===== src/logic/eca_params.svh =====
// constants of the configuration access translator: offsets, field positions, reset values
// assumes inclusion by bare name from the design file, the checker and the bench
`ifndef ECA_PARAMS_SVH
`define ECA_PARAMS_SVH

// aperture address fields
`define ECA_REG_LSB 2
`define ECA_REG_MSB 7
`define ECA_EXT_LSB 8
`define ECA_EXT_MSB 11
`define ECA_FN_LSB 12
`define ECA_FN_MSB 14
`define ECA_DEV_LSB 15
`define ECA_DEV_MSB 19
`define ECA_BUS_LSB 20
`define ECA_BUS_MSB 27

// local type 1 header: dword that holds primary, secondary, subordinate bus
`define ECA_HDR_WORDS 16
`define ECA_HDR_BUS_IDX 6
`define ECA_PRI_LSB 0
`define ECA_SEC_LSB 8
`define ECA_SUB_LSB 16
`define ECA_HDR_RESET 32'h0000_0000

// axi responses
`define ECA_RESP_OKAY 2'h0
`define ECA_RESP_SLVERR 2'h2

// control register port byte offsets
`define ECA_OFS_IRQ_STATUS 4'h0
`define ECA_OFS_IRQ_MASK 4'h4
`define ECA_OFS_STATE 4'h8
`define ECA_OFS_BUSNUM 4'hC

// interrupt status bits
`define ECA_IRQ_RANGE 0
`define ECA_IRQ_ABNORMAL 1
`define ECA_IRQ_BITS 2
`define ECA_IRQ_RESET 2'h0
`define ECA_MASK_RESET 2'h0

`endif


===== src/logic/eca_pkg.sv =====
// types of the configuration access translator
// assumes eca_params.svh is on the include path
package eca_pkg;
  // transaction sequencer
  typedef enum logic [2:0] {ST_IDLE, ST_REQ, ST_WAIT, ST_RESP} eca_state_t;
  // where an aperture access goes
  typedef enum logic [1:0] {RT_LOCAL, RT_TYPE0, RT_TYPE1, RT_REJECT} eca_route_t;
endpackage


===== src/logic/eca_translator.sv =====
// configuration access translator: aperture accesses to local header, type 0 or type 1 requests
// assumes one clock (the bridge axi clock), AXI4-Lite master on the aperture, a link
// request/completion port, and a plain register port for interrupt status and mask
//
// Our own choices: the plain strobed port and the register addresses.
`include "eca_params.svh"
`timescale 1ns/100ps
`default_nettype none

module eca_translator #(
  parameter bit UPSTREAM_PORT_SELECT = 1'b0,
  parameter int ADDR_W = 28
) (
  input wire logic clk_sys,
  input wire logic arst_n,
  input wire logic ce,
  input wire logic [ADDR_W-1:0] s_axi_awaddr,
  input wire logic s_axi_awvalid,
  output logic s_axi_awready,
  input wire logic [31:0] s_axi_wdata,
  input wire logic [3:0] s_axi_wstrb,
  input wire logic s_axi_wvalid,
  output logic s_axi_wready,
  output logic [1:0] s_axi_bresp,
  output logic s_axi_bvalid,
  input wire logic s_axi_bready,
  input wire logic [ADDR_W-1:0] s_axi_araddr,
  input wire logic s_axi_arvalid,
  output logic s_axi_arready,
  output logic [31:0] s_axi_rdata,
  output logic [1:0] s_axi_rresp,
  output logic s_axi_rvalid,
  input wire logic s_axi_rready,
  output logic cfgReqValid,
  input wire logic cfgReqReady,
  output logic cfgReqType1,
  output logic cfgReqWrite,
  output logic [7:0] cfgReqBus,
  output logic [4:0] cfgReqDev,
  output logic [2:0] cfgReqFunc,
  output logic [3:0] cfgReqExtReg,
  output logic [5:0] cfgReqReg,
  output logic [3:0] cfgReqByteEn,
  output logic [31:0] cfgReqData,
  input wire logic cplValid,
  input wire logic cplOk,
  input wire logic [31:0] cplData,
  output logic rdPktStall,
  input wire logic [3:0] regAddr,
  input wire logic [31:0] regWdata,
  input wire logic regWrite,
  input wire logic regRead,
  output logic [31:0] regRdata,
  output logic irq
);

  eca_pkg::eca_state_t state, next_state;
  logic isWrite, next_isWrite;
  logic [1:0] resp, next_resp;
  logic [31:0] rdata, next_rdata;
  logic reqType1, next_reqType1;
  logic [7:0] reqBus, next_reqBus;
  logic [4:0] reqDev, next_reqDev;
  logic [2:0] reqFunc, next_reqFunc;
  logic [3:0] reqExt, next_reqExt;
  logic [5:0] reqReg, next_reqReg;
  logic [3:0] reqBe, next_reqBe;
  logic [31:0] reqData, next_reqData;
  logic [31:0] hdrMem [`ECA_HDR_WORDS];
  logic [31:0] next_hdrMem [`ECA_HDR_WORDS];
  logic evRange, evAbnormal;
  logic takeWrite, takeRead;
  logic [ADDR_W-1:0] accAddr;
  logic [7:0] priBus, secBus, subBus;
  logic [`ECA_IRQ_BITS-1:0] irqStatus, next_irqStatus;
  logic [`ECA_IRQ_BITS-1:0] irqMask, next_irqMask;
  logic [31:0] next_regRdata;
  logic [31:0] regRdataQ;

  // stored bus numbers from the local header steer routing
  assign priBus = hdrMem[`ECA_HDR_BUS_IDX][`ECA_PRI_LSB +: 8];
  assign secBus = hdrMem[`ECA_HDR_BUS_IDX][`ECA_SEC_LSB +: 8];
  assign subBus = hdrMem[`ECA_HDR_BUS_IDX][`ECA_SUB_LSB +: 8];

  // route of one aperture address
  function automatic eca_pkg::eca_route_t routeOf(input logic [ADDR_W-1:0] a, input logic [7:0] pri,
                                                  input logic [7:0] sec, input logic [7:0] sub);
    logic [7:0] bus;
    logic start;
    bus = a[`ECA_BUS_MSB:`ECA_BUS_LSB];
    start = (a[`ECA_BUS_MSB:`ECA_FN_LSB] == 16'h0000);
    if (UPSTREAM_PORT_SELECT) begin
      routeOf = eca_pkg::RT_LOCAL;
    end else if (bus == pri || start) begin
      routeOf = eca_pkg::RT_LOCAL;
    end else if (bus == sec) begin
      routeOf = eca_pkg::RT_TYPE0;
    end else if (bus > sec && bus <= sub) begin
      routeOf = eca_pkg::RT_TYPE1;
    end else begin
      routeOf = eca_pkg::RT_REJECT;
    end
  endfunction

  // handshakes: only idle accepts, write before read; no acceptance while frozen
  assign takeWrite = ce && (state == eca_pkg::ST_IDLE) && s_axi_awvalid && s_axi_wvalid;
  assign takeRead = ce && (state == eca_pkg::ST_IDLE) && s_axi_arvalid && !takeWrite;
  assign s_axi_awready = takeWrite;
  assign s_axi_wready = takeWrite;
  assign s_axi_arready = takeRead;
  assign accAddr = takeWrite ? s_axi_awaddr : s_axi_araddr;

  // outputs from state registers
  assign s_axi_bvalid = (state == eca_pkg::ST_RESP) && isWrite;
  assign s_axi_rvalid = (state == eca_pkg::ST_RESP) && !isWrite;
  assign s_axi_bresp = resp;
  assign s_axi_rresp = resp;
  assign s_axi_rdata = rdata;
  assign cfgReqValid = (state == eca_pkg::ST_REQ);
  assign cfgReqType1 = reqType1;
  assign cfgReqWrite = isWrite;
  assign cfgReqBus = reqBus;
  assign cfgReqDev = reqDev;
  assign cfgReqFunc = reqFunc;
  assign cfgReqExtReg = reqExt;
  assign cfgReqReg = reqReg;
  assign cfgReqByteEn = reqBe;
  assign cfgReqData = reqData;
  // a read in flight holds back other requester reads so its completion is unambiguous
  assign rdPktStall = !isWrite && (state == eca_pkg::ST_REQ || state == eca_pkg::ST_WAIT);

  // sequencer, request fields and local header
  always_comb begin
    logic [9:0] idx;
    eca_pkg::eca_route_t rt;
    idx = {accAddr[`ECA_EXT_MSB:`ECA_EXT_LSB], accAddr[`ECA_REG_MSB:`ECA_REG_LSB]};
    rt = routeOf(accAddr, priBus, secBus, subBus);
    next_state = state;
    next_isWrite = isWrite;
    next_resp = resp;
    next_rdata = rdata;
    next_reqType1 = reqType1;
    next_reqBus = reqBus;
    next_reqDev = reqDev;
    next_reqFunc = reqFunc;
    next_reqExt = reqExt;
    next_reqReg = reqReg;
    next_reqBe = reqBe;
    next_reqData = reqData;
    next_hdrMem = hdrMem;
    evRange = 1'b0;
    evAbnormal = 1'b0;
    case (state)
      eca_pkg::ST_IDLE: begin
        if (takeWrite || takeRead) begin
          next_isWrite = takeWrite;
          next_reqType1 = (rt == eca_pkg::RT_TYPE1);
          next_reqBus = accAddr[`ECA_BUS_MSB:`ECA_BUS_LSB];
          next_reqDev = accAddr[`ECA_DEV_MSB:`ECA_DEV_LSB];
          next_reqFunc = accAddr[`ECA_FN_MSB:`ECA_FN_LSB];
          next_reqExt = accAddr[`ECA_EXT_MSB:`ECA_EXT_LSB];
          next_reqReg = accAddr[`ECA_REG_MSB:`ECA_REG_LSB];
          next_reqBe = takeWrite ? s_axi_wstrb : 4'hF;
          next_reqData = s_axi_wdata;
          next_resp = `ECA_RESP_OKAY;
          next_rdata = 32'h0000_0000;
          if (rt == eca_pkg::RT_LOCAL) begin
            // device and function fields are ignored: one integrated block only
            if (idx < 10'(`ECA_HDR_WORDS)) begin
              if (takeWrite) begin
                for (int b = 0; b < 4; b++) begin
                  if (s_axi_wstrb[b]) begin
                    next_hdrMem[idx[3:0]][8*b +: 8] = s_axi_wdata[8*b +: 8];
                  end
                end
              end else begin
                next_rdata = hdrMem[idx[3:0]];
              end
            end
            next_state = eca_pkg::ST_RESP;
          end else if (rt == eca_pkg::RT_REJECT) begin
            next_resp = `ECA_RESP_SLVERR;
            evRange = 1'b1;
            next_state = eca_pkg::ST_RESP;
          end else begin
            next_state = eca_pkg::ST_REQ;
          end
        end
      end
      eca_pkg::ST_REQ: begin
        if (cfgReqReady) begin
          next_state = eca_pkg::ST_WAIT;
        end
      end
      eca_pkg::ST_WAIT: begin
        // writes are non-posted: nothing new is accepted until the completion is back
        if (cplValid) begin
          next_resp = cplOk ? `ECA_RESP_OKAY : `ECA_RESP_SLVERR;
          next_rdata = isWrite ? 32'h0000_0000 : cplData;
          evAbnormal = !cplOk;
          next_state = eca_pkg::ST_RESP;
        end
      end
      eca_pkg::ST_RESP: begin
        if ((isWrite && s_axi_bready) || (!isWrite && s_axi_rready)) begin
          next_state = eca_pkg::ST_IDLE;
        end
      end
      default: begin
        next_state = eca_pkg::ST_IDLE;
      end
    endcase
  end

  // sequencer registers; the clock is the bridge axi clock, which may stop
  always_ff @(posedge clk_sys or negedge arst_n) begin
    if (!arst_n) begin
      state <= eca_pkg::ST_IDLE;
      isWrite <= 1'b0;
      resp <= `ECA_RESP_OKAY;
      rdata <= 32'h0000_0000;
      reqType1 <= 1'b0;
      reqBus <= 8'h00;
      reqDev <= 5'h00;
      reqFunc <= 3'h0;
      reqExt <= 4'h0;
      reqReg <= 6'h00;
      reqBe <= 4'h0;
      reqData <= 32'h0000_0000;
      for (int i = 0; i < `ECA_HDR_WORDS; i++) begin
        hdrMem[i] <= `ECA_HDR_RESET;
      end
    end else if (ce) begin
      state <= next_state;
      isWrite <= next_isWrite;
      resp <= next_resp;
      rdata <= next_rdata;
      reqType1 <= next_reqType1;
      reqBus <= next_reqBus;
      reqDev <= next_reqDev;
      reqFunc <= next_reqFunc;
      reqExt <= next_reqExt;
      reqReg <= next_reqReg;
      reqBe <= next_reqBe;
      reqData <= next_reqData;
      hdrMem <= next_hdrMem;
    end
  end

  // control register port: sticky events win over a write-one clear
  always_comb begin
    logic [`ECA_IRQ_BITS-1:0] ev;
    ev = '0;
    ev[`ECA_IRQ_RANGE] = evRange;
    ev[`ECA_IRQ_ABNORMAL] = evAbnormal;
    next_irqStatus = irqStatus;
    next_irqMask = irqMask;
    next_regRdata = 32'h0000_0000;
    if (regWrite && regAddr == `ECA_OFS_IRQ_STATUS) begin
      next_irqStatus = irqStatus & ~regWdata[`ECA_IRQ_BITS-1:0];
    end else if (regWrite && regAddr == `ECA_OFS_IRQ_MASK) begin
      next_irqMask = regWdata[`ECA_IRQ_BITS-1:0];
    end
    next_irqStatus = next_irqStatus | ev;
    if (regRead && regAddr == `ECA_OFS_IRQ_STATUS) begin
      next_regRdata = {30'h0, irqStatus};
    end else if (regRead && regAddr == `ECA_OFS_IRQ_MASK) begin
      next_regRdata = {30'h0, irqMask};
    end else if (regRead && regAddr == `ECA_OFS_STATE) begin
      next_regRdata = {29'h0, rdPktStall, state != eca_pkg::ST_IDLE, UPSTREAM_PORT_SELECT};
    end else if (regRead && regAddr == `ECA_OFS_BUSNUM) begin
      next_regRdata = {8'h00, subBus, secBus, priBus};
    end
  end

  // control registers; read data stands only in the cycle after the strobe
  always_ff @(posedge clk_sys or negedge arst_n) begin
    if (!arst_n) begin
      irqStatus <= `ECA_IRQ_RESET;
      irqMask <= `ECA_MASK_RESET;
      regRdataQ <= 32'h0000_0000;
    end else if (ce) begin
      irqStatus <= next_irqStatus;
      irqMask <= next_irqMask;
      regRdataQ <= next_regRdata;
    end
  end

  assign regRdata = regRdataQ;
  // level interrupt, usable while the aperture port is blocked
  assign irq = |(irqStatus & irqMask);

endmodule

`default_nettype wire


===== config.mk =====
export PLATFORM = sky130hd
export DESIGN_NAME = eca_translator
export DESIGN_NICKNAME = d
export VERILOG_FILES = /design/src/logic/eca_pkg.sv /design/src/logic/eca_translator.sv
export VERILOG_INCLUDE_DIRS = /design/src /design/src/logic
export SDC_FILE = /design/constraint.sdc
export NUM_CORES = 1
export LEC_CHECK = 0
export BUFFER_PORTS_ARGS = -buffer_cell sky130_fd_sc_hd__buf_2
export CAP_MARGIN = 0
export CORE_MARGIN = 10
export CORE_UTILIZATION = 59
export DETAILED_ROUTE_END_ITERATION = 6
export HOLD_SLACK_MARGIN = 0.05
export PLACE_DENSITY = 0.8
export SYNTH_ARGS = -nofsm -noshare
export SYNTH_HDL_FRONTEND = slang
export SYNTH_SLANG_ARGS = --single-unit

===== constraint.sdc =====
create_clock -name clk_sys -period 6.75 [get_ports clk_sys]
set_input_delay 0.3375 -clock clk_sys [delete_from_list [all_inputs] [get_ports clk_sys]]
set_output_delay 0.3375 -clock clk_sys [all_outputs]
set_load 0.05 [all_outputs]

## After elaboration in Yosys (flattened, before gate mapping)

Index checks and enable logic that the tools add are counted.

- Flip-flop bits (word level): 649
- Output and inout port bits: 140
- Logic and storage cells: 163

- Magnitude comparators: 5
- Equality and inequality tests: 14
- Mux-type cells: 70
- Bitwise operators: 6
- Reductions and logical operators: 37

Operators with widths:

| operator | number |
|---|---|
| $mux 512 | 19 |
| $bwmux 512 | 4 |
| $demux 32 s4 | 4 |
| $mux 32 | 9 |
| $bmux 32 s4 | 1 |
| $mux 24 | 5 |
| $pmux 32 s2 | 1 |
| $mux 28 | 1 |
| $mux 2 | 10 |
| $logic_and 1x1->1 | 18 |
| $eq 8x8->1 | 2 |
| $logic_not 16->1 | 1 |
| $mux 16 | 1 |
| $mux 3 | 4 |
| $pmux 3 s4 | 1 |
| $lt 10x5->1 const B | 1 |
| $eq 4x4->1 const B | 2 |
| $gt 8x8->1 | 1 |
| $le 8x8->1 | 1 |
| $mux 8 | 1 |
| $mux 1 | 7 |
| $eq 3x2->1 const B | 2 |
| $ne 2x1->1 const B | 3 |
| $reduce_and 3->1 | 2 |
| 24 further kinds | 31 |

## Longest topological paths before layout

- Depth in word-level cells: 33
- Gate-level depth with buffers: 23

## Worst setup path after synthesis

No wires, ideal clock.

- Path type: flip-flop to flip-flop
- Start: reg state[0]
- End: reg hdrMem[496] in the netlist's numbering
- Arrival: 4662 ps
- Required time: 6625 ps
- Path slack: 1963 ps
- Cell stages (with the launch flop): 23
- Path buffers: 3
- Period minus slack after synthesis: 4787 ps
- Cell sequence: dfrtp_1 -> inv_1 -> ha_1 -> nand4_2 -> inv_2 -> buf_2 -> mux2i_1 -> inv_1 -> ha_1 -> nor2b_1 -> o21a_1 -> o21ai_0 -> a21oi_1 -> o22a_1 -> o41ai_1 -> ha_1 -> nor4b_1 -> and3_1 -> nor2b_1 -> buf_2 -> buf_2 -> nand3_1 -> mux2_2

RTL lines:

| item | RTL line | text |
|---|---|---|
| start: declaration | eca_translator.sv:57 | `eca_pkg::eca_state_t state, next_state;` |
| start signal: assignment | eca_translator.sv:218 | `state <= eca_pkg::ST_IDLE;` |
| start signal: assignment | eca_translator.sv:234 | `state <= next_state;` |
| $logic_not 3->1 * | eca_translator.sv:106 | `assign takeWrite = ce && (state == eca_pkg::ST_IDLE) && s_axi_awvalid && s_axi_wvalid;` |
| $logic_and 1x1->1 * (3 in series) | eca_translator.sv:106 |  |
| $mux 28 * | eca_translator.sv:111 | `assign accAddr = takeWrite ? s_axi_awaddr : s_axi_araddr;` |
| via accAddr[21] | eca_translator.sv:73 | `logic [ADDR_W-1:0] accAddr;` |
| $gt 8x8->1 or $le 8x8->1 (tied branches) | eca_translator.sv:98 | `end else if (bus > sec && bus <= sub) begin` |
| $logic_and 1x1->1 | eca_translator.sv:98 |  |
| $mux 1 | eca_translator.sv:98 |  |
| $mux 2 | eca_translator.sv:96 | `end else if (bus == sec) begin` |
| $mux 2 * | eca_translator.sv:94 | `end else if (bus == pri \|\| start) begin` |
| $logic_not 2->1 * | eca_translator.sv:167 | `if (rt == eca_pkg::RT_LOCAL) begin` |
| $reduce_and 6->1 (no line) * | -- |  |
| end signal: indexed assignment | eca_translator.sv:231 | `` hdrMem[i] <= `ECA_HDR_RESET; `` |
| end signal: assignment | eca_translator.sv:246 | `hdrMem <= next_hdrMem;` |
| end: declaration | eca_translator.sv:69 | `` logic [31:0] hdrMem [`ECA_HDR_WORDS]; `` |

Mark *: on every way through the listed nets, which the timed path passes. The rest lies on a longest branch. The select of a mux whose other input is x is not followed.
A chain may end at the register's enable or synchronous reset.

## Worst setup path after layout

- Start: reg state[0]
- End: reg hdrMem[501] in the netlist's numbering

Same word-level chain as after synthesis.

==> flow_metrics.env <==
export IMPL_outcome="finished, final reports clean"
export IMPL_cap_violations=0
export IMPL_worstMarginPinSlew_ns=1.319
export IMPL_pwr_density_cell_nw_per_um2=316.3
export IMPL_grt_max_degree=182
export IMPL_tns_ns=0
export IMPL_dr_first_iter_drc_count=2492
export IMPL_critPathMaxStageDelay_ns=0.60
export IMPL_ys_seq_area_share_pct=53.20
export IMPL_path_clk_slew_ns=0.07
export IMPL_grt_pass1_wl_um=135100
export IMPL_core_um2=50270
export IMPL_grt_pass1_vias=23540
export IMPL_htree_levels=3
export IMPL_clk_insertion_delay_late_ns=0.61
export IMPL_yosys_top_cells_area="dfrtp_1, mux2_2, nand2_1"
export IMPL_rsz0062_at_grt="no"
export IMPL_drcViolationCount=0
export IMPL_required_ns=7.24
export IMPL_crit_path_start_kind="register"
export IMPL_cp_end_kind="register"
export IMPL_criticalPathCategory="register to register"
export IMPL_fmax_mhz=158.1
export IMPL_worstPathCellList="inv_1 -> ha_1 -> nand4_2 -> inv_2 -> buf_4 -> mux2i_1 -> inv_1 -> ha_1 -> nor2b_1 -> o21ai_0 -> nand2b_1 -> o22a_1 -> o41ai_1 -> ha_1 -> nor4b_1 -> and3_1 -> nor2b_4 -> buf_4 -> nand3_1 -> mux2_2"
export IMPL_synth_cells=2671
export IMPL_cts_tree="done"
export IMPL_max_vdd_ir_drop_mv=0.2524
export IMPL_yosysTopAreaCellShare_pct=53.20
export IMPL_hold_viol=0
export IMPL_worstPathMaxFanout=28
export IMPL_vias=22720
export IMPL_io_pins=313
export IMPL_finalCritPeriodShare_pct=93.70
export IMPL_crit_top_cell="ha_1"
export IMPL_worst_path_buf_inv=5
export IMPL_gr_total_overflow=0
export IMPL_placementRows=82
export IMPL_ant_nets=0
export IMPL_synth_cell_types=55
export IMPL_numPortBuffers=268
export IMPL_area_growth_pct=14.45
export IMPL_p_leak_nw=16.67
export IMPL_synth_seq_cells=639
export IMPL_hold_class="primary input to register"
export IMPL_clockRootBuffer="clkbuf_16"
export IMPL_fp_dieW_um=245.7
export IMPL_finalSetupViolations=0
export IMPL_synth_edf_count=0
export IMPL_final_common_cell="dfrtp_1"
export IMPL_async_flop_share_pct=100.0
export IMPL_dieHeight_um=245.7
export IMPL_crit_path_top_delay_cell="nor2b_4"
export IMPL_ff2ff_setup_slack_ns=0.43
export IMPL_drive_gt1_share_pct=32.04
export IMPL_numCtsBuffers=68
export IMPL_hpwlAfterDp_um=56780
export IMPL_gp_congestion=0.8819
export IMPL_wl_per_cell_um=24.09
export IMPL_postCtsSetupBuffers=0
export IMPL_fin_nets=3105
export IMPL_cp_data_arrival_time_ns=6.82
export IMPL_dieArea_um2=60370
export IMPL_ys_warn_count=0
export IMPL_clk_path_buf_depth=3
export IMPL_synth_ff_type="dfrtp_1"
export IMPL_fin_crit_ns=6.325
export IMPL_post_drt_via_cell_ratio=6.251
export IMPL_synth_area_um2=30060
export IMPL_fin_skew_ns=0.01924
export IMPL_drt_wl_total_um=87560
export IMPL_layout_common_cells="dfrtp_1, nand2_1, mux2_2"
export IMPL_clkSinkCount=639
export IMPL_synth_top_area_cell="dfrtp_1"
export IMPL_hold_ws_ns=0.06776
export IMPL_antenna_found_initial=3
export IMPL_cpLargestDelayFamily="simple AND/OR/NAND/NOR gates"
export IMPL_slew_violations=0
export IMPL_initial_utilization_pct=59.78
export IMPL_slew_limit_headroom_pct=11.76
export IMPL_groute_usage_overall_pct=28.55
export IMPL_syn_area_per_cell_um2=11.25
export IMPL_fillers=3563
export IMPL_first_pass_iters=6
-- path summary, 6_finish.rpt --
check                             from              end  cells after the start
min in group asynchronous       arst_n      hdrMem[467]                      2
hold / removal             cplData[14]  s_axi_rdata[14]                      4
setup reg to reg              state[0]      hdrMem[501]                     20
max in group asynchronous       arst_n       hdrMem[30]                      4
setup / recovery              state[0]      hdrMem[501]                     20
hold reg to reg            hdrMem[237]      hdrMem[237]                      1
-- layer usage --
metal / up-vias / track usage [%] / share of wire (%)
met2: 1106 / 45.31 / 47
met1: 11510 / 36.02 / 39
met3: 221 / 7.537 / 10
li1: 9876 / - / -
met5: - / 0 / 0
met4: 0 / 13.56 / 4.2
-- registers in the layout, indices dropped and copies added, names as in the netlist, 3 cells and up --
signal	flops
cfgReqFunc	3
s_axi_rdata	32
cfgReqBus	8
cfgReqDev	5
cfgReqByteEn	4
hdrMem	512
cfgReqReg	6
regRdata	24
cfgReqExtReg	4
cfgReqData	32
-- layout make-up --
cell class	instances	area (µm²)	share of cell area, %
Antenna cell	3	7.507	0.02182
Clock buffer	100	2014	5.856
Clock inverter	21	193.9	0.5638
Inverter	52	195.2	0.5674
Multi-Input combinational cell	1808	13150	38.23
Sequential cell	639	15990	46.49
Tap cell	672	840.8	2.444
Timing Repair Buffer	339	2004	5.827
-- kinds of logic (layout without fill, tap and decap cells) --
group           after synthesis  in the layout  synth area share, %
other cells                   1             13              0.01248
simple gates                904            904                13.95
xor+xnor                      8              8               0.2331
buf+inv                     233            512                3.351
mux                         605            605                22.55
fa+ha+maj                    24             24               0.9991
flops                       639            639                53.20
compound gates              257            257                5.699
-- worst min-delay path, delay by kind of cell --
kind / cells / cell delay (ns)
and+or+nand+nor: 1 / 0.13
AOI/OAI and AO/OA: 2 / 0.09
buffers and inverters: 1 / 0.07
-- cells in the mapped netlist, types with 2 or more instances --
cell type,count
a31oi_1,42
a21oi_1,53
buf_2,46
nand3_4,2
mux2i_4,2
mux2_2,472
clkbuf_1,111
nand2_4,8
o21ai_0,34
o21a_1,3
buf_4,18
buf_1,5
nand4_1,4
xnor2_1,8
nand2b_1,2
and3_1,34
nor2_1,33
nor2b_1,14
a32oi_1,32
mux2i_1,51
a22o_1,2
nor3_1,4
nor3b_1,2
and2_1,7
nor2_2,3
nor4_1,7
dfrtp_1,639
nand3_2,24
o22ai_1,2
o211ai_1,42
nor4b_1,3
nand3_1,245
o31ai_1,34
nand2_1,500
o22a_1,5
mux2_1,78
nor2_4,2
inv_1,51
nand2_2,8
ha_1,24
-- power breakdown --
group / internal [mW] / switching, mW / total [mW]
clock: 2.15 / 1.54 / 3.70
sequential: 4.13 / 0.224 / 4.36
combinational: 0.675 / 2.15 / 2.83
total: 6.96 / 3.92 / 10.9
-- per-stage QoR --
step	setup WS [ns]	utilization, %	power [mW]	area [µm²]	std cells
2_1_floorplan	1.963	-	6.256	30090	2680
3_3_place_gp	0.6917	63.36	7.106	31850	3477
3_5_place_dp	0.5605	63.36	7.161	31850	3477
4_1_cts	0.5252	68.41	10.90	34390	3631
5_1_grt	0.1628	68.41	11.24	34390	3632
6_report	0.4252	68.42	10.88	34400	3634
-- what timing repair did --
action,4_1_cts,5_1_grt
hold buffers,33,0
endpoints found under the setup margin,0,0
gates resized for setup,0,0
endpoints found under the hold margin,135,0
No activity file was read; power rests on OpenSTA's default activity.
